--- config.mk ---
export PLATFORM = sky130hd
export DESIGN_NAME = tarl_top
export DESIGN_NICKNAME = d
export VERILOG_FILES = /design/src/core/tarl_pkg.sv /design/src/core/tarl_top.sv /design/src/core/tarl_timer16.sv
export SDC_FILE = /design/constraint.sdc
export NUM_CORES = 1
export LEC_CHECK = 0
export BUFFER_PORTS_ARGS = -buffer_cell sky130_fd_sc_hd__buf_2
export CAP_MARGIN = 20
export CORE_MARGIN = 3
export CORE_UTILIZATION = 34
export CTS_CLUSTER_SIZE = 8
export DETAILED_ROUTE_END_ITERATION = 12
export PLACE_DENSITY = 0.48
export SYNTH_ARGS = -nofsm -noshare
export SYNTH_HDL_FRONTEND = slang
export SYNTH_SLANG_ARGS = --single-unit
--- constraint.sdc ---
create_clock -name clk_sys_i -period 2.8 [get_ports clk_sys_i]
set_input_delay 0.7 -clock clk_sys_i [delete_from_list [all_inputs] [get_ports clk_sys_i]]
set_output_delay 0.7 -clock clk_sys_i [all_outputs]
set_load 0.01 [all_outputs]
--- src/core/tarl_pkg.sv ---
// Constants shared by the triple auto-reload timer block.
// Assumes a byte-wide register port with 8-bit addresses.
package tarl_pkg;
  // ------------------------------------------------------------
  // Register offsets
  // ------------------------------------------------------------
  localparam logic [7:0] TARL_A_CTRL = 8'h88;
  localparam logic [7:0] TARL_RB_SEL = 8'h89;
  localparam logic [7:0] TARL_A_LO = 8'h8c;
  localparam logic [7:0] TARL_A_HI = 8'h8d;
  localparam logic [7:0] TARL_C_CTRL = 8'hc0;
  localparam logic [7:0] TARL_B_CTRL = 8'hc8;
  localparam logic [7:0] TARL_B_LO = 8'hcc;
  localparam logic [7:0] TARL_B_HI = 8'hcd;
  localparam logic [7:0] TARL_C_LO = 8'hce;
  localparam logic [7:0] TARL_C_HI = 8'hcf;
  // ------------------------------------------------------------
  // Field positions and writable masks (flag bit kept apart)
  // ------------------------------------------------------------
  localparam int TARL_FLAG_BIT = 7;
  localparam int TARL_PS_LSB = 4;
  localparam int TARL_A_RUN_BIT = 2;
  localparam int TARL_A_CLK_LSB = 0;
  localparam int TARL_B_MODE_LSB = 2;
  localparam int TARL_B_RUN_BIT = 1;
  localparam int TARL_B_CLK_BIT = 0;
  localparam int TARL_C_RUN_BIT = 1;
  localparam int TARL_RB_A_BIT = 0;
  localparam int TARL_RB_C_BIT = 1;
  localparam logic [7:0] TARL_A_MASK = 8'h37;
  localparam logic [7:0] TARL_B_MASK = 8'h3f;
  localparam logic [7:0] TARL_C_MASK = 8'h32;
  localparam logic [7:0] TARL_RB_MASK = 8'h03;
  // ------------------------------------------------------------
  // Reset values and codes
  // ------------------------------------------------------------
  localparam logic [7:0] TARL_RST_BYTE = 8'h00;
  localparam logic [15:0] TARL_RST_WORD = 16'h0000;
  localparam logic [1:0] TARL_A_CLK_SYS = 2'b00;
  localparam logic [1:0] TARL_A_CLK_LOW = 2'b10;
  localparam logic [1:0] TARL_B_MODE_RELOAD = 2'b00;
  localparam logic [1:0] TARL_B_MODE_BAUD = 2'b01;
  localparam logic TARL_B_CLK_SYS = 1'b0;
  // Prescaler terminal counts for divide by 1, 8, 64, 256
  localparam logic [7:0] TARL_PS_LIM_1 = 8'h00;
  localparam logic [7:0] TARL_PS_LIM_8 = 8'h07;
  localparam logic [7:0] TARL_PS_LIM_64 = 8'h3f;
  localparam logic [7:0] TARL_PS_LIM_256 = 8'hff;

  // Terminal count of the prescaler for a two-bit code
  function automatic logic [7:0] tarl_ps_limit(input logic [1:0] code);
    case (code)
      2'b00: return TARL_PS_LIM_1;
      2'b01: return TARL_PS_LIM_8;
      2'b10: return TARL_PS_LIM_64;
      default: return TARL_PS_LIM_256;
    endcase
  endfunction : tarl_ps_limit
endpackage : tarl_pkg

--- src/core/tarl_top.sv ---
// Three 16-bit auto-reload timers behind a byte register port.
// Assumes a processor-side master with one-cycle strobes and an
// interrupt controller that acknowledges each timer request.
//
// Summary of operation
// - timer A clock: 00 system, 10 low-speed
// - timer A counts only while run set
// - timer A reads show count or reload
// - timer C reads show count or reload
// - timer B writes reload, reads count
// - timer B wraps, reloads counter, flags in reload mode only
// - timer B high write loads counter
// - timer B mode: 00 reload, 01 baud
// - timer B reload-mode overflow requests interrupt
// - run set never clears the count
// - baud mode reloads without interrupt
// - baud rate is overflow rate over 32
// - timer B prescale 1, 8, 64, 256
// - timer B source bit must be 0
// - timer B flag set and cleared by hardware
// - timer C wraps, flags, reloads counter
// - timer C high write loads counter
// - timer C overflow requests interrupt when enabled
// - timer C runs on control bit 1
// - timer C prescale 1, 8, 64, 256
// - timer A wraps, flags, reloads counter
// - timer A prescale 1, 8, 64, 256
`timescale 1ns/1ps
module tarl_top (
  // Clock and reset
  input wire logic clk_sys_i,
  input wire logic rst_b_i,
  // Register port
  input wire logic [7:0] reg_addr_i,
  input wire logic [7:0] reg_wdata_i,
  input wire logic reg_wr_i,
  input wire logic reg_rd_i,
  output logic [7:0] reg_rdata_o,
  // Low-speed clock pin
  input wire logic lsclk_pin_i,
  // Interrupt controller side
  input wire logic timer_a_irq_enable_i,
  input wire logic timer_b_irq_enable_i,
  input wire logic timer_c_irq_enable_i,
  input wire logic timer_a_irq_ack_i,
  input wire logic timer_b_irq_ack_i,
  input wire logic timer_c_irq_ack_i,
  output logic timer_a_irq_o,
  output logic timer_b_irq_o,
  output logic timer_c_irq_o,
  // Serial port side
  output logic baud_tick_o
);
  import tarl_pkg::*;

  // ------------------------------------------------------------
  // Helper functions
  // ------------------------------------------------------------

  // Strobe aimed at one register address
  function automatic logic tarl_hit(input logic stb, input logic [7:0] addr,
                                    input logic [7:0] target);
    return stb && (addr == target);
  endfunction : tarl_hit

  // Byte update of a 16-bit reload register
  function automatic logic [15:0] tarl_reload_upd(input logic [15:0] cur,
      input logic wr_lo, input logic wr_hi, input logic [7:0] data);
    logic [15:0] v;
    v = cur;
    if (wr_lo)
      v[7:0] = data;
    if (wr_hi)
      v[15:8] = data;
    return v;
  endfunction : tarl_reload_upd

  // Overflow flag next value: a hardware set always wins
  function automatic logic tarl_flag_next(input logic cur, input logic set,
      input logic ack, input logic wr, input logic wbit);
    if (set)
      return 1'b1;
    else if (ack)
      return 1'b0;
    else if (wr)
      return wbit;
    else
      return cur;
  endfunction : tarl_flag_next

  // ------------------------------------------------------------
  // Declarations
  // ------------------------------------------------------------
  logic [7:0] a_ctrl_r; // Timer A control, flag excluded
  logic [7:0] b_ctrl_r; // Timer B control, flag excluded
  logic [7:0] c_ctrl_r; // Timer C control, flag excluded
  logic [7:0] rb_sel_r; // Readback selector
  logic [15:0] a_reload_r; // Reload registers
  logic [15:0] b_reload_r;
  logic [15:0] c_reload_r;
  logic a_flag_r; // Overflow flags
  logic b_flag_r;
  logic c_flag_r;
  logic [2:0] lsclk_s_r; // Pin synchroniser chain
  logic lsclk_lvl_r; // Accepted pin level
  logic lsclk_rise; // One-cycle low-speed tick
  logic [7:0] rdata_r; // Read data register
  logic [7:0] rd_mux; // Read decode
  logic a_irq_r; // Request outputs
  logic b_irq_r;
  logic c_irq_r;
  logic baud_r; // Serial tick output
  logic a_run; // Decoded fields
  logic b_run;
  logic c_run;
  logic [1:0] a_clks;
  logic [1:0] b_mode;
  logic a_tick; // Count enables per timer
  logic b_tick;
  logic c_tick;
  logic a_load; // High-byte writes
  logic b_load;
  logic c_load;
  logic [15:0] a_reload_in; // Reload values seen by the timers
  logic [15:0] b_reload_in;
  logic [15:0] c_reload_in;
  logic [15:0] a_count; // Live counts
  logic [15:0] b_count;
  logic [15:0] c_count;
  logic [15:0] a_view; // Readback views
  logic [15:0] c_view;
  logic a_ovf; // Overflow pulses
  logic b_ovf;
  logic c_ovf;

  // ------------------------------------------------------------
  // Field decode
  // ------------------------------------------------------------
  assign a_run = a_ctrl_r[TARL_A_RUN_BIT];
  assign b_run = b_ctrl_r[TARL_B_RUN_BIT];
  assign c_run = c_ctrl_r[TARL_C_RUN_BIT];
  assign a_clks = a_ctrl_r[TARL_A_CLK_LSB +: 2];
  assign b_mode = b_ctrl_r[TARL_B_MODE_LSB +: 2];

  // Reserved clock codes leave timer A frozen
  assign a_tick = (a_clks == TARL_A_CLK_SYS) ? 1'b1 :
                  (a_clks == TARL_A_CLK_LOW) ? lsclk_rise : 1'b0;
  // Reserved source or mode stops timer B
  assign b_tick = (b_ctrl_r[TARL_B_CLK_BIT] == TARL_B_CLK_SYS) &&
                  ((b_mode == TARL_B_MODE_RELOAD) ||
                   (b_mode == TARL_B_MODE_BAUD));
  assign c_tick = 1'b1;

  assign a_load = tarl_hit(reg_wr_i, reg_addr_i, TARL_A_HI);
  assign b_load = tarl_hit(reg_wr_i, reg_addr_i, TARL_B_HI);
  assign c_load = tarl_hit(reg_wr_i, reg_addr_i, TARL_C_HI);

  // High write pairs new high byte with the low byte written earlier
  assign a_reload_in = a_load ? {reg_wdata_i, a_reload_r[7:0]} : a_reload_r;
  assign b_reload_in = b_load ? {reg_wdata_i, b_reload_r[7:0]} : b_reload_r;
  assign c_reload_in = c_load ? {reg_wdata_i, c_reload_r[7:0]} : c_reload_r;

  // Readback selector picks count or reload for timers A and C
  assign a_view = rb_sel_r[TARL_RB_A_BIT] ? a_reload_r : a_count;
  assign c_view = rb_sel_r[TARL_RB_C_BIT] ? c_reload_r : c_count;

  // ------------------------------------------------------------
  // Low-speed clock pin
  // ------------------------------------------------------------

  // Three-stage chain; only stages two and three are compared
  always_ff @(posedge clk_sys_i or negedge rst_b_i)
  begin
    if (!rst_b_i)
      lsclk_s_r <= 3'h0;
    else
      lsclk_s_r <= {lsclk_s_r[1:0], lsclk_pin_i};
  end

  // Level changes only when stages two and three agree
  always_ff @(posedge clk_sys_i or negedge rst_b_i)
  begin
    if (!rst_b_i)
      lsclk_lvl_r <= 1'b0;
    else if (lsclk_s_r[1] == lsclk_s_r[2])
      lsclk_lvl_r <= lsclk_s_r[2];
  end

  assign lsclk_rise = (lsclk_s_r[1] == lsclk_s_r[2]) && lsclk_s_r[2] && !lsclk_lvl_r;

  // ------------------------------------------------------------
  // Control registers
  // ------------------------------------------------------------

  // Control bytes; unused bits stay zero through the masks
  always_ff @(posedge clk_sys_i or negedge rst_b_i)
  begin
    if (!rst_b_i)
    begin
      a_ctrl_r <= TARL_RST_BYTE;
      b_ctrl_r <= TARL_RST_BYTE;
      c_ctrl_r <= TARL_RST_BYTE;
      rb_sel_r <= TARL_RST_BYTE;
    end
    else
    begin
      if (tarl_hit(reg_wr_i, reg_addr_i, TARL_A_CTRL))
        a_ctrl_r <= reg_wdata_i & TARL_A_MASK;
      if (tarl_hit(reg_wr_i, reg_addr_i, TARL_B_CTRL))
        b_ctrl_r <= reg_wdata_i & TARL_B_MASK;
      if (tarl_hit(reg_wr_i, reg_addr_i, TARL_C_CTRL))
        c_ctrl_r <= reg_wdata_i & TARL_C_MASK;
      if (tarl_hit(reg_wr_i, reg_addr_i, TARL_RB_SEL))
        rb_sel_r <= reg_wdata_i & TARL_RB_MASK;
    end
  end

  // Reload registers take data writes; counters read back live
  always_ff @(posedge clk_sys_i or negedge rst_b_i)
  begin
    if (!rst_b_i)
    begin
      a_reload_r <= TARL_RST_WORD;
      b_reload_r <= TARL_RST_WORD;
      c_reload_r <= TARL_RST_WORD;
    end
    else
    begin
      a_reload_r <= tarl_reload_upd(a_reload_r,
        tarl_hit(reg_wr_i, reg_addr_i, TARL_A_LO), a_load, reg_wdata_i);
      b_reload_r <= tarl_reload_upd(b_reload_r,
        tarl_hit(reg_wr_i, reg_addr_i, TARL_B_LO), b_load, reg_wdata_i);
      c_reload_r <= tarl_reload_upd(c_reload_r,
        tarl_hit(reg_wr_i, reg_addr_i, TARL_C_LO), c_load, reg_wdata_i);
    end
  end

  // ------------------------------------------------------------
  // Timer channels
  // ------------------------------------------------------------

  // Run bit gates counting; setting it leaves the count alone
  tarl_timer16 #(.WIDTH(16)) u_timer_a (
    .clk_sys_i(clk_sys_i),
    .rst_b_i(rst_b_i),
    .run_i(a_run),
    .tick_i(a_tick),
    .prescale_i(a_ctrl_r[TARL_PS_LSB +: 2]),
    .load_i(a_load),
    .reload_i(a_reload_in),
    .count_o(a_count),
    .ovf_o(a_ovf)
  );

  tarl_timer16 #(.WIDTH(16)) u_timer_b (
    .clk_sys_i(clk_sys_i),
    .rst_b_i(rst_b_i),
    .run_i(b_run),
    .tick_i(b_tick),
    .prescale_i(b_ctrl_r[TARL_PS_LSB +: 2]),
    .load_i(b_load),
    .reload_i(b_reload_in),
    .count_o(b_count),
    .ovf_o(b_ovf)
  );

  tarl_timer16 #(.WIDTH(16)) u_timer_c (
    .clk_sys_i(clk_sys_i),
    .rst_b_i(rst_b_i),
    .run_i(c_run),
    .tick_i(c_tick),
    .prescale_i(c_ctrl_r[TARL_PS_LSB +: 2]),
    .load_i(c_load),
    .reload_i(c_reload_in),
    .count_o(c_count),
    .ovf_o(c_ovf)
  );

  // ------------------------------------------------------------
  // Overflow flags
  // ------------------------------------------------------------

  // Set by overflow, cleared by the controller's acknowledge;
  // software may also write the bit, but never beats a set
  always_ff @(posedge clk_sys_i or negedge rst_b_i)
  begin
    if (!rst_b_i)
    begin
      a_flag_r <= 1'b0;
      b_flag_r <= 1'b0;
      c_flag_r <= 1'b0;
    end
    else
    begin
      a_flag_r <= tarl_flag_next(a_flag_r, a_ovf, timer_a_irq_ack_i,
        tarl_hit(reg_wr_i, reg_addr_i, TARL_A_CTRL), reg_wdata_i[TARL_FLAG_BIT]);
      // Baud mode overflows never touch the flag
      b_flag_r <= tarl_flag_next(b_flag_r, b_ovf && (b_mode == TARL_B_MODE_RELOAD),
        timer_b_irq_ack_i, tarl_hit(reg_wr_i, reg_addr_i, TARL_B_CTRL),
        reg_wdata_i[TARL_FLAG_BIT]);
      c_flag_r <= tarl_flag_next(c_flag_r, c_ovf, timer_c_irq_ack_i,
        tarl_hit(reg_wr_i, reg_addr_i, TARL_C_CTRL), reg_wdata_i[TARL_FLAG_BIT]);
    end
  end

  // ------------------------------------------------------------
  // Requests and serial tick
  // ------------------------------------------------------------

  // Registered requests: one cycle behind the flag, by design
  always_ff @(posedge clk_sys_i or negedge rst_b_i)
  begin
    if (!rst_b_i)
    begin
      a_irq_r <= 1'b0;
      b_irq_r <= 1'b0;
      c_irq_r <= 1'b0;
    end
    else
    begin
      a_irq_r <= a_flag_r && timer_a_irq_enable_i;
      b_irq_r <= b_flag_r && timer_b_irq_enable_i &&
                 (b_mode == TARL_B_MODE_RELOAD);
      c_irq_r <= c_flag_r && timer_c_irq_enable_i;
    end
  end

  // Serial port divides this tick by 32 to form the bit rate
  always_ff @(posedge clk_sys_i or negedge rst_b_i)
  begin
    if (!rst_b_i)
      baud_r <= 1'b0;
    else
      baud_r <= b_ovf && (b_mode == TARL_B_MODE_BAUD);
  end

  // ------------------------------------------------------------
  // Read path
  // ------------------------------------------------------------

  // Read decode; unmapped addresses read zero. Data reads are not
  // latched, so software must stop the timer and read high first.
  always_comb
  begin
    rd_mux = 8'h00;
    case (reg_addr_i)
      TARL_A_CTRL: rd_mux = {a_flag_r, a_ctrl_r[6:0]};
      TARL_RB_SEL: rd_mux = rb_sel_r;
      TARL_A_LO: rd_mux = a_view[7:0];
      TARL_A_HI: rd_mux = a_view[15:8];
      TARL_C_CTRL: rd_mux = {c_flag_r, c_ctrl_r[6:0]};
      TARL_B_CTRL: rd_mux = {b_flag_r, b_ctrl_r[6:0]};
      TARL_B_LO: rd_mux = b_count[7:0];
      TARL_B_HI: rd_mux = b_count[15:8];
      TARL_C_LO: rd_mux = c_view[7:0];
      TARL_C_HI: rd_mux = c_view[15:8];
      default: rd_mux = 8'h00;
    endcase
  end

  // Data stand only in the cycle after the strobe
  always_ff @(posedge clk_sys_i or negedge rst_b_i)
  begin
    if (!rst_b_i)
      rdata_r <= 8'h00;
    else if (reg_rd_i)
      rdata_r <= rd_mux;
    else
      rdata_r <= 8'h00;
  end

  assign reg_rdata_o = rdata_r;
  assign timer_a_irq_o = a_irq_r;
  assign timer_b_irq_o = b_irq_r;
  assign timer_c_irq_o = c_irq_r;
  assign baud_tick_o = baud_r;
endmodule : tarl_top

--- src/core/tarl_timer16.sv ---
// One up-counting auto-reload timer channel with prescaler.
// Assumes the parent holds the reload register and decodes loads.
`timescale 1ns/1ps
module tarl_timer16 #(
  parameter int WIDTH = 16
) (
  // Clock and reset
  input wire logic clk_sys_i,
  input wire logic rst_b_i,
  // Count control
  input wire logic run_i,
  input wire logic tick_i,
  input wire logic [1:0] prescale_i,
  // Reload path
  input wire logic load_i,
  input wire logic [WIDTH-1:0] reload_i,
  // State
  output logic [WIDTH-1:0] count_o,
  output logic ovf_o
);
  import tarl_pkg::*;

  localparam logic [WIDTH-1:0] CNT_MAX = {WIDTH{1'b1}};

  logic [7:0] ps_cnt_r; // Prescaler position
  logic [7:0] ps_lim; // Terminal count of prescaler
  logic step; // One counter increment this cycle
  logic [WIDTH-1:0] cnt_r; // Live count
  logic ovf_r; // Overflow pulse

  assign ps_lim = tarl_ps_limit(prescale_i);
  // Code change mid-period is caught by the compare, not equality
  assign step = run_i && tick_i && (ps_cnt_r >= ps_lim);
  assign count_o = cnt_r;
  assign ovf_o = ovf_r;

  // Prescaler: holds while stopped so a restart resumes the period
  always_ff @(posedge clk_sys_i or negedge rst_b_i)
  begin
    if (!rst_b_i)
      ps_cnt_r <= 8'h00;
    else if (run_i && tick_i)
    begin
      if (step)
        ps_cnt_r <= 8'h00;
      else
        ps_cnt_r <= ps_cnt_r + 8'h01;
    end
  end

  // Counter: a load beats both reload and increment
  always_ff @(posedge clk_sys_i or negedge rst_b_i)
  begin
    if (!rst_b_i)
      cnt_r <= {WIDTH{1'b0}};
    else if (load_i)
      cnt_r <= reload_i;
    else if (step)
    begin
      if (cnt_r == CNT_MAX)
        cnt_r <= reload_i; // Wrap reloads
      else
        cnt_r <= cnt_r + {{(WIDTH-1){1'b0}}, 1'b1};
    end
  end

  // Overflow pulse, one cycle, aligned with the reloaded count
  always_ff @(posedge clk_sys_i or negedge rst_b_i)
  begin
    if (!rst_b_i)
      ovf_r <= 1'b0;
    else
      ovf_r <= step && !load_i && (cnt_r == CNT_MAX);
  end
endmodule : tarl_timer16

After elaboration in Yosys (flattened, before gate mapping)
Index checks and enable logic that the tools add are counted.

word-level totals
  word-level logic and storage cells = 140
  register bits after elaboration = 158
  output and inout port bits = 12

operators by class
  multiplexer cells = 33
  order comparisons = 3
  equality and inequality tests = 22
  bitwise gates (word level) = 1
  $add $sub $neg = 6
  reduce and logical (&&, ||, !) cells = 46

operators with widths
  operator                                              count
  2-to-1 mux 16 bit                                     14
  equality test 8 bit (second input constant)           10
  case mux 8 bit (10 select lines)                      1
  case mux 8 bit (3 select lines)                       3
  adder 16 x 1 -> 16 bit (second input constant)        3
  equality test 16 bit (second input constant)          3
  2-to-1 mux 8 bit                                      4
  logical AND 1 bit                                     30
  adder 8 x 1 -> 8 bit (second input constant)          3
  >= comparator 8 bit                                   3
  2-to-1 mux 1 bit                                      11
  logical NOT 2 bit                                     5
  nonzero test 3 bit                                    3
  equality test 2 x 1 -> 1 bit (second input constant)  4
  equality test 2 bit (second input constant)           4
  nonzero test 2 bit                                    3
  logical NOT 1 bit                                     4
  equality test 1 bit                                   1
  logical OR 1 bit                                      1
  NOT 1 bit                                             1

Depth between registers and ports, before layout
Gate-level depths: netlist (run 1).

  depth after elaboration = 9
  gate-level depth with buffers = 9
  gate-level depth less buffers = 8

Modules after synthesis
A second synthesis (run 1) with hierarchy kept.

second synthesis, totals
  cell total of the unflattened synthesis = 882
  area, all modules = 8992.4 µm²

by module, submodules not included
  module        area each (µm²)  times used  cells each  seq. area each (µm²)
  tarl_timer16  1629.1           3           184         625.6
  tarl_top      4105.2           1           330         2077.0

Worst setup path before layout (run 1)
No wires, ideal clock.

  kind = input to register
  start point = input port reg_addr_i[3]
  end point = register u_timer_b.cnt_r[9], in the netlist u_timer_b.count_o[9]
  required time = 2.660 ns
  slack = 0.597 ns
  stages = 8
  data arrival time = 2.062 ns
  buffers on the path = 2
  cells stage by stage = buf_4 -> nand4_2 -> or3_1 -> buf_6 -> mux2_4 -> a21oi_1 -> nand2b_1 -> a31oi_1

between the ends
  cells in the longest elaborated chain, start to end = 6
  elaborated cells between the ends (all ways) = 7
  those cells by class = 1 x eq/ne; 4 x mux; 2 x reduce/logical

RTL lines
  what                     line                source
  from (decl)              tarl_top.sv:34      input wire logic [7:0] reg_addr_i,
  equality test 8 bit (*)  tarl_top.sv:63      return stb && (addr == target);
  logical AND 1 bit (*)    tarl_top.sv:63
  2-to-1 mux 16 bit        tarl_top.sv:160     assign b_reload_in = b_load ? {reg_wdata_i, b_reload_r[7:0]} : b_reload_r;
  2-to-1 mux 16 bit        tarl_timer16.sv:60  if (cnt_r == CNT_MAX)
  2-to-1 mux 16 bit        tarl_timer16.sv:58  else if (step)
  2-to-1 mux 16 bit        tarl_timer16.sv:56  else if (load_i)
  to (signal assigned)     tarl_timer16.sv:55  cnt_r <= {WIDTH{1'b0}};
  to (signal assigned)     tarl_timer16.sv:57  cnt_r <= reload_i;
  to (signal assigned)     tarl_timer16.sv:61  cnt_r <= reload_i;
  to (decl)                tarl_timer16.sv:28  logic [WIDTH-1:0] cnt_r;

Every way passes the cells marked *; elsewhere a longest branch is shown, timed or not. The select of a mux whose other input is x is not followed.
A chain may end at the register's enable or synchronous reset.

Worst setup path after layout (run 1)
  start point = register a_ctrl_r[4]
  end point = register u_timer_a.cnt_r[6], in the netlist u_timer_a.count_o[6]

between the ends
  cells in the longest elaborated chain, start to end = 5
  elaborated cells between the ends (all ways) = 7
  those cells by class = 1 x order compare; 2 x eq/ne; 1 x mux; 3 x reduce/logical

RTL lines
  what                                         line                source
  from (decl)                                  tarl_top.sv:94      logic [7:0] a_ctrl_r;
  from (signal assigned)                       tarl_top.sv:208     a_ctrl_r <= reg_wdata_i & TARL_A_MASK;
  equality test 2 bit (tied with other cells)  tarl_pkg.sv:52      case (code)
  case mux 8 bit (3 select lines) (*)          tarl_pkg.sv:52
  >= comparator 8 bit (*)                      tarl_timer16.sv:33  assign step = run_i && tick_i && (ps_cnt_r >= ps_lim);
  logical AND 1 bit (*)                        tarl_timer16.sv:33
  nonzero test 2 bit (no line) (*)             n/a
  to (signal assigned)                         tarl_timer16.sv:55
  to (signal assigned)                         tarl_timer16.sv:57
  to (signal assigned)                         tarl_timer16.sv:61
  to (decl)                                    tarl_timer16.sv:28

Every way passes the cells marked *; elsewhere a longest branch is shown, timed or not.

==> flow_summary.yaml, run 1 <==
global_routing:
  grt_antenna_before_repair: 1
  grt_use_total: 0.198
  grt.overflow.total: 0
  grt_pass1_wl_microns: 43900
  via_count_of_the_first_global_routing_pass: 7342
  largest_net_degree_at_the_start_of_global_routing: 56
hold_path:
  hold_path_class: "in2async"
yosys:
  synth-seq-cells: 158
  synth_area_sq_mm: 0.00905
  synth_top_flop_cell: "dfrtp_1"
  syn_avg_cell_area_sq_um: 9.75
  synth_fp_nets: 974
  synth-seq-area-share: 0.437
  synth_async_sr_flop_share: 1.00
  postSynthCellCount: 928
  yosys_warnings: 0
  synth-edff-count: 0
  synth_cell_type_count: 89
layout:
  layout_commonest_cell: "dfrtp_1"
  multi_input_logic_area_sq_mm: 0.00482
  finish.utilization: 0.395
  finish.net_count: 1034
  layout_common_cells: "dfrtp_1 (158), nand2_1 (144), nor2_1 (66), o21ai_0 (49)"
  final_layout_size_suffix_gt1_frac: 0.206
  filler_cell_count: 2689
  sequential_cell_area_sq_mm: 0.00395
  insertedDiodeCount: 0
  layout-area-overhead-vs-synth_pct: 14.1
cts:
  cts_root_buffer: "clkbuf_16"
  post_cts.repair.setup_buffers: 0
  postCtsResizedCells: 0
  cts_buffers: 17
  worstSkewPairLatency_ns: 0.43
  hold_bufs_inserted_after_cts: 0
  cts_tree: "yes"
  ctsHtreeMaxLevel: 4
  clk_transition_reported_paths_ns: 0.07
  cts_buffer_depth: 2
  clock_sinks: 158
place:
  dpl.hpwl_microns: 20000
  routability_cong: 0.876
  portBuffers: 38
  dpl_worst_slack_ns: 0.174
power:
  power.total_mw: 6.09
  leakagePower_nw: 4.59
  power_density_mw_per_mm2: 590
  worst_ir_drop_vdd_uv: 282
sta:
  timing.max_slew.rel_slack: 0.549
  timing.final.ws_setup_ns: 0.293
  max_freq_ghz: 0.399
  final.period_utilization: 0.895
  finalCriticalPeriod_ns: 2.51
  unrepaired_setup_endpoints_after_global_routing: "no"
  report.final.setup_viol: 0
  timing.clock.skew_ns: 0.0118
  fin_setup_tns_ns: 0
  hold-worst-slack_ns: 0.207
  report.final.slew_viol_count: 0
  worst_slew_pin_tran_ns: 0.672
  finalHoldViolCount: 0
worst_setup_path:
  worstSetupEndpointType: "flip-flop"
  worst_path_largest_cell_delay_ns: 0.47
  cp.buffers_inverters: 0
  cp.required_ns: 3.11
  worst_path_dominant_cell_family: "compound AO/OA/AOI/OAI gates"
  worstSetupPathType: "reg2reg"
  crit_chain: "nand2_1 -> ha_1 -> a21o_1 -> a221oi_2 -> o31ai_4 -> a21oi_1 -> nor2_1 -> o22a_1"
  critPathMaxFanout: 6
  critical_path_arrival_ns: 2.82
  crit_path_top_delay_cell: "a21oi_1"
  crit_path_start_kind: "flip-flop"
floorplanning:
  floorplan.rows: 59
  io_pins: 39
  die_area_sq_mm: 0.0286
  chipWidth_microns: 169
  start_util: 0.346
  die_height_microns: 169
  core_area_sq_mm: 0.0261
detailed_routing:
  drt.antenna.violating_nets: 0
  routed_wl_microns: 27600
  route.vias.total: 7424
  avgRoutedWirePerCell_microns: 20.6
  firstDrtPassIters: 5
  ratio_of_routed_vias_to_standard_cells: 5.56
  drt_drc_violations_left: 0
  initial_drc_count: 657
run_status:
  result_of_the_run: "finished clean"
run:
  cap_viol_max_count: 0
-- layout make-up --
cell class	count	share of cell area
timing repair buffer	77	0.0486
clock inverter	15	0.0136
sequential	158	0.383
multi-input combinational	715	0.466
tap	335	0.0406
clock buffer	17	0.0412
inverter	19	0.00690
-- report_power, final --
| part | switching [mW] | total [mW] | internal (mW) |
|---|---|---|---|
| clock | 1.04 | 2.28 | 1.24 |
| sequential | 0.292 | 2.76 | 2.47 |
| combinational | 0.616 | 1.05 | 0.438 |
-- synth_stat cells (6+ instances only) --
master | n | share of area
o22ai_1 | 6 | 0.0041
xor2_1 | 10 | 0.0097
a31oi_1 | 21 | 0.015
nor3_1 | 19 | 0.011
nand3_1 | 36 | 0.020
buf_4 | 7 | 0.0058
mux2i_1 | 31 | 0.034
o31ai_1 | 7 | 0.0058
ha_1 | 19 | 0.026
and3_1 | 15 | 0.010
a22oi_1 | 12 | 0.010
a21oi_1 | 47 | 0.026
buf_2 | 9 | 0.0050
nand2_1 | 144 | 0.060
dfrtp_1 | 158 | 0.44
mux2_2 | 47 | 0.058
a211oi_1 | 6 | 0.0050
o22a_1 | 7 | 0.0068
inv_1 | 19 | 0.0079
mux4_2 | 7 | 0.017
clkbuf_1 | 14 | 0.0058
o21ai_1 | 17 | 0.0094
nor2_1 | 66 | 0.027
o21ai_0 | 49 | 0.027
and4_1 | 10 | 0.0097
nand4_1 | 16 | 0.011
-- cells by family (layout without fill, tap and decap cells) --
| group | after synthesis | count (layout) | share of synthesized area |
|---|---|---|---|
| simple gates | 361 | 361 | 0.205 |
| xor+xnor | 13 | 13 | 0.0126 |
| fa+ha+maj | 19 | 19 | 0.0263 |
| mux | 86 | 86 | 0.112 |
| buf+inv | 55 | 128 | 0.0311 |
| compound gates | 236 | 236 | 0.176 |
| flops | 158 | 158 | 0.437 |
-- sequential cells by signal (all words and copies together) (netlist names), 16 cells and up --
register,count
c_reload_r,16
a_reload_r,16
u_timer_b.count_o,16
u_timer_a.count_o,16
b_reload_r,16
u_timer_c.count_o,16
-- per-stage QoR --
stage / instances / area, sq um
5_1_grt: 1336 / 10300
4_1_cts: 1336 / 10300
6_report: 1336 / 10300
3_3_place_gp: 1304 / 9760
2_1_floorplan: 928 / 9050
3_5_place_dp: 1304 / 9760
-- path summary, 6_finish.rpt --
check	startpoint	end	slack, ns	cells after the start
worst max-delay path	a_ctrl_r[4]	u_timer_a.count_o[6]	0.29	8
worst min-delay path	rst_b_i	a_reload_r[10]	0.21	1
worst max register to register	a_ctrl_r[4]	u_timer_a.count_o[6]	0.29	8
worst min register to register	lsclk_s_r[0]	lsclk_s_r[1]	0.36	0
max in group asynchronous	rst_b_i	u_timer_c.count_o[2]	1.88	2
min in group clk_sys_i	lsclk_s_r[0]	lsclk_s_r[1]	0.36	0
-- metal layers --
metal,global-route usage,wire [microns],share of wire
met1,0.290,13300,0.48
met4,0.0580,676,0.025
met5,0,0,0
met2,0.304,12400,0.45
met3,0.0287,1160,0.042
Note: power is estimated with default switching activity, not from simulation.
==> run 2: changes to the inputs <==
- clock period: 2.8 -> 2.66 ns (I/O delays scaled with it)
==> flow_summary.yaml, run 2 (synthesis results as in run 1) <==
sta:
  timing.final.ws_setup_ns: 0.185
  hold-worst-slack_ns: 0.203
  unrepaired_setup_endpoints_after_global_routing: "no"
  finalHoldViolCount: 0
  worst_slew_pin_tran_ns: 0.824
  fin_setup_tns_ns: 0
  timing.clock.skew_ns: 0.0145
  report.final.slew_viol_count: 0
  report.final.setup_viol: 0
  max_freq_ghz: 0.404
  final.period_utilization: 0.930
  timing.max_slew.rel_slack: 0.445
  finalCriticalPeriod_ns: 2.47
cts:
  cts_root_buffer: "clkbuf_16"
  cts_tree: "yes"
  cts_buffer_depth: 2
  worstSkewPairLatency_ns: 0.43
  cts_buffers: 17
  clk_transition_reported_paths_ns: 0.07
  clock_sinks: 158
  ctsHtreeMaxLevel: 4
  post_cts.repair.setup_buffers: 0
detailed_routing:
  drt.antenna.violating_nets: 0
  ratio_of_routed_vias_to_standard_cells: 5.65
  avgRoutedWirePerCell_microns: 20.5
  drt_drc_violations_left: 0
  firstDrtPassIters: 5
  routed_wl_microns: 27600
  initial_drc_count: 690
  route.vias.total: 7593
floorplanning:
  chipWidth_microns: 169
  start_util: 0.346
  floorplan.rows: 59
  die_height_microns: 169
  core_area_sq_mm: 0.0261
  io_pins: 39
  die_area_sq_mm: 0.0286
power:
  power.total_mw: 6.50
  power_density_mw_per_mm2: 624
  worst_ir_drop_vdd_uv: 328
  leakagePower_nw: 4.64
place:
  numPlacedInstances: 1311
  detailed_place.area_sq_mm: 0.00983
  dpl_worst_slack_ns: 0.0967
  dpl.hpwl_microns: 19900
  portBuffers: 38
  routability_cong: 0.956
hold_path:
  hold_path_class: "in2async"
worst_setup_path:
  reg2regPathDepth: 9
  worst_path_largest_cell_delay_ns: 0.48
  worstSetupPathType: "reg2reg"
  crit_path_top_delay_cell: "dfrtp_1"
  timing.rr.end: "u_timer_a.count_o[12]"
  critPathMaxFanout: 6
  critical_path_arrival_ns: 2.83
  worstReg2RegStart: "a_ctrl_r[5]"
  cp.required_ns: 3.02
  crit_path_start_kind: "flip-flop"
  worst-r2r-setup-slack_ns: 0.19
  worstSetupEndpointType: "flip-flop"
  crit_chain: "nand2_1 -> ha_1 -> a21o_1 -> a221oi_2 -> o31ai_4 -> buf_4 -> nand4_1 -> mux2_2 -> o21ai_1"
global_routing:
  grt.overflow.total: 0
  grt_pass1_wl_microns: 44000
  grt_antenna_before_repair: 0
  grt_use_total: 0.197
  largest_net_degree_at_the_start_of_global_routing: 56
  via_count_of_the_first_global_routing_pass: 7452
run:
  cap_viol_max_count: 0
layout:
  postLayoutCellArea_sq_mm: 0.0104
  non_filler_instance_count_after_layout: 1343
  layout_common_cells: "dfrtp_1 (158), nand2_1 (144), nor2_1 (66), o21ai_0 (49), mux2_2 (47)"
  filler_cell_count: 2656
  final_layout_size_suffix_gt1_frac: 0.212
  insertedDiodeCount: 0
  finish.net_count: 1041
  finish.utilization: 0.398
  layout-area-overhead-vs-synth_pct: 15.0
  layout_commonest_cell: "dfrtp_1"
run_status:
  result_of_the_run: "finished clean"
run 2: changes by cell type in the layout (fill, tap and decap cells not counted), sizes merged:
cell / previous run / this run
inv: 23 / 26
clkinvlp: 3 / 2
clkinv: 7 / 5
buf: 77 / 84
run 2: worst max path at each step:
stage                       start                    end  slack, ns
floorplan           reg_addr_i[3]   u_timer_b.count_o[9]       0.49
finish                a_ctrl_r[5]  u_timer_a.count_o[12]       0.19
detailed placement    a_ctrl_r[5]   u_timer_a.count_o[6]        0.1
CTS                   a_ctrl_r[5]   u_timer_a.count_o[6]       0.08
global placement      a_ctrl_r[5]   u_timer_a.count_o[6]       0.11
global route          a_ctrl_r[5]  u_timer_a.count_o[14]       0.04
run 2: area by class of cell:
cell class	instances	area (sq um)	share of cell area
multi-input combinational	715	4820	0.463
sequential	158	3950	0.380
timing repair buffer	84	567	0.0545
clock buffer	17	425	0.0409
tap	335	419	0.0403
clock inverter	15	149	0.0143
inverter	19	71.3	0.00685
run 2: worst max-delay path, delay by kind of cell, from the launching register on:
family	cells	cell delay (ns)
mux	1	0.33
flops	1	0.48
compound gates	4	0.84
fa+ha+maj	1	0.31
buf+inv	1	0.20
simple gates	2	0.24
run 2: power by group:
group / internal (mW) / switching [mW]
sequential: 2.60 / 0.288
combinational: 0.490 / 0.679
clock: 1.32 / 1.12
total: 4.41 / 2.09
run 2: layer usage:
metal  part of all wire  up-vias  track usage  wire [microns]
met2               0.46      205        0.310           12700
met3              0.045       33       0.0354            1230
met1               0.48     3765        0.280           13100
li1                   -     3590            -               -
met5                  0        -            0               0
met4              0.016        0       0.0530             448
run 2: timing repair:
action | CTS | global route
gates resized for setup | 0 | 1
hold buffers | 0 | 0
setup endpoints to repair | 0 | 3
hold endpoints to repair | 0 | 0
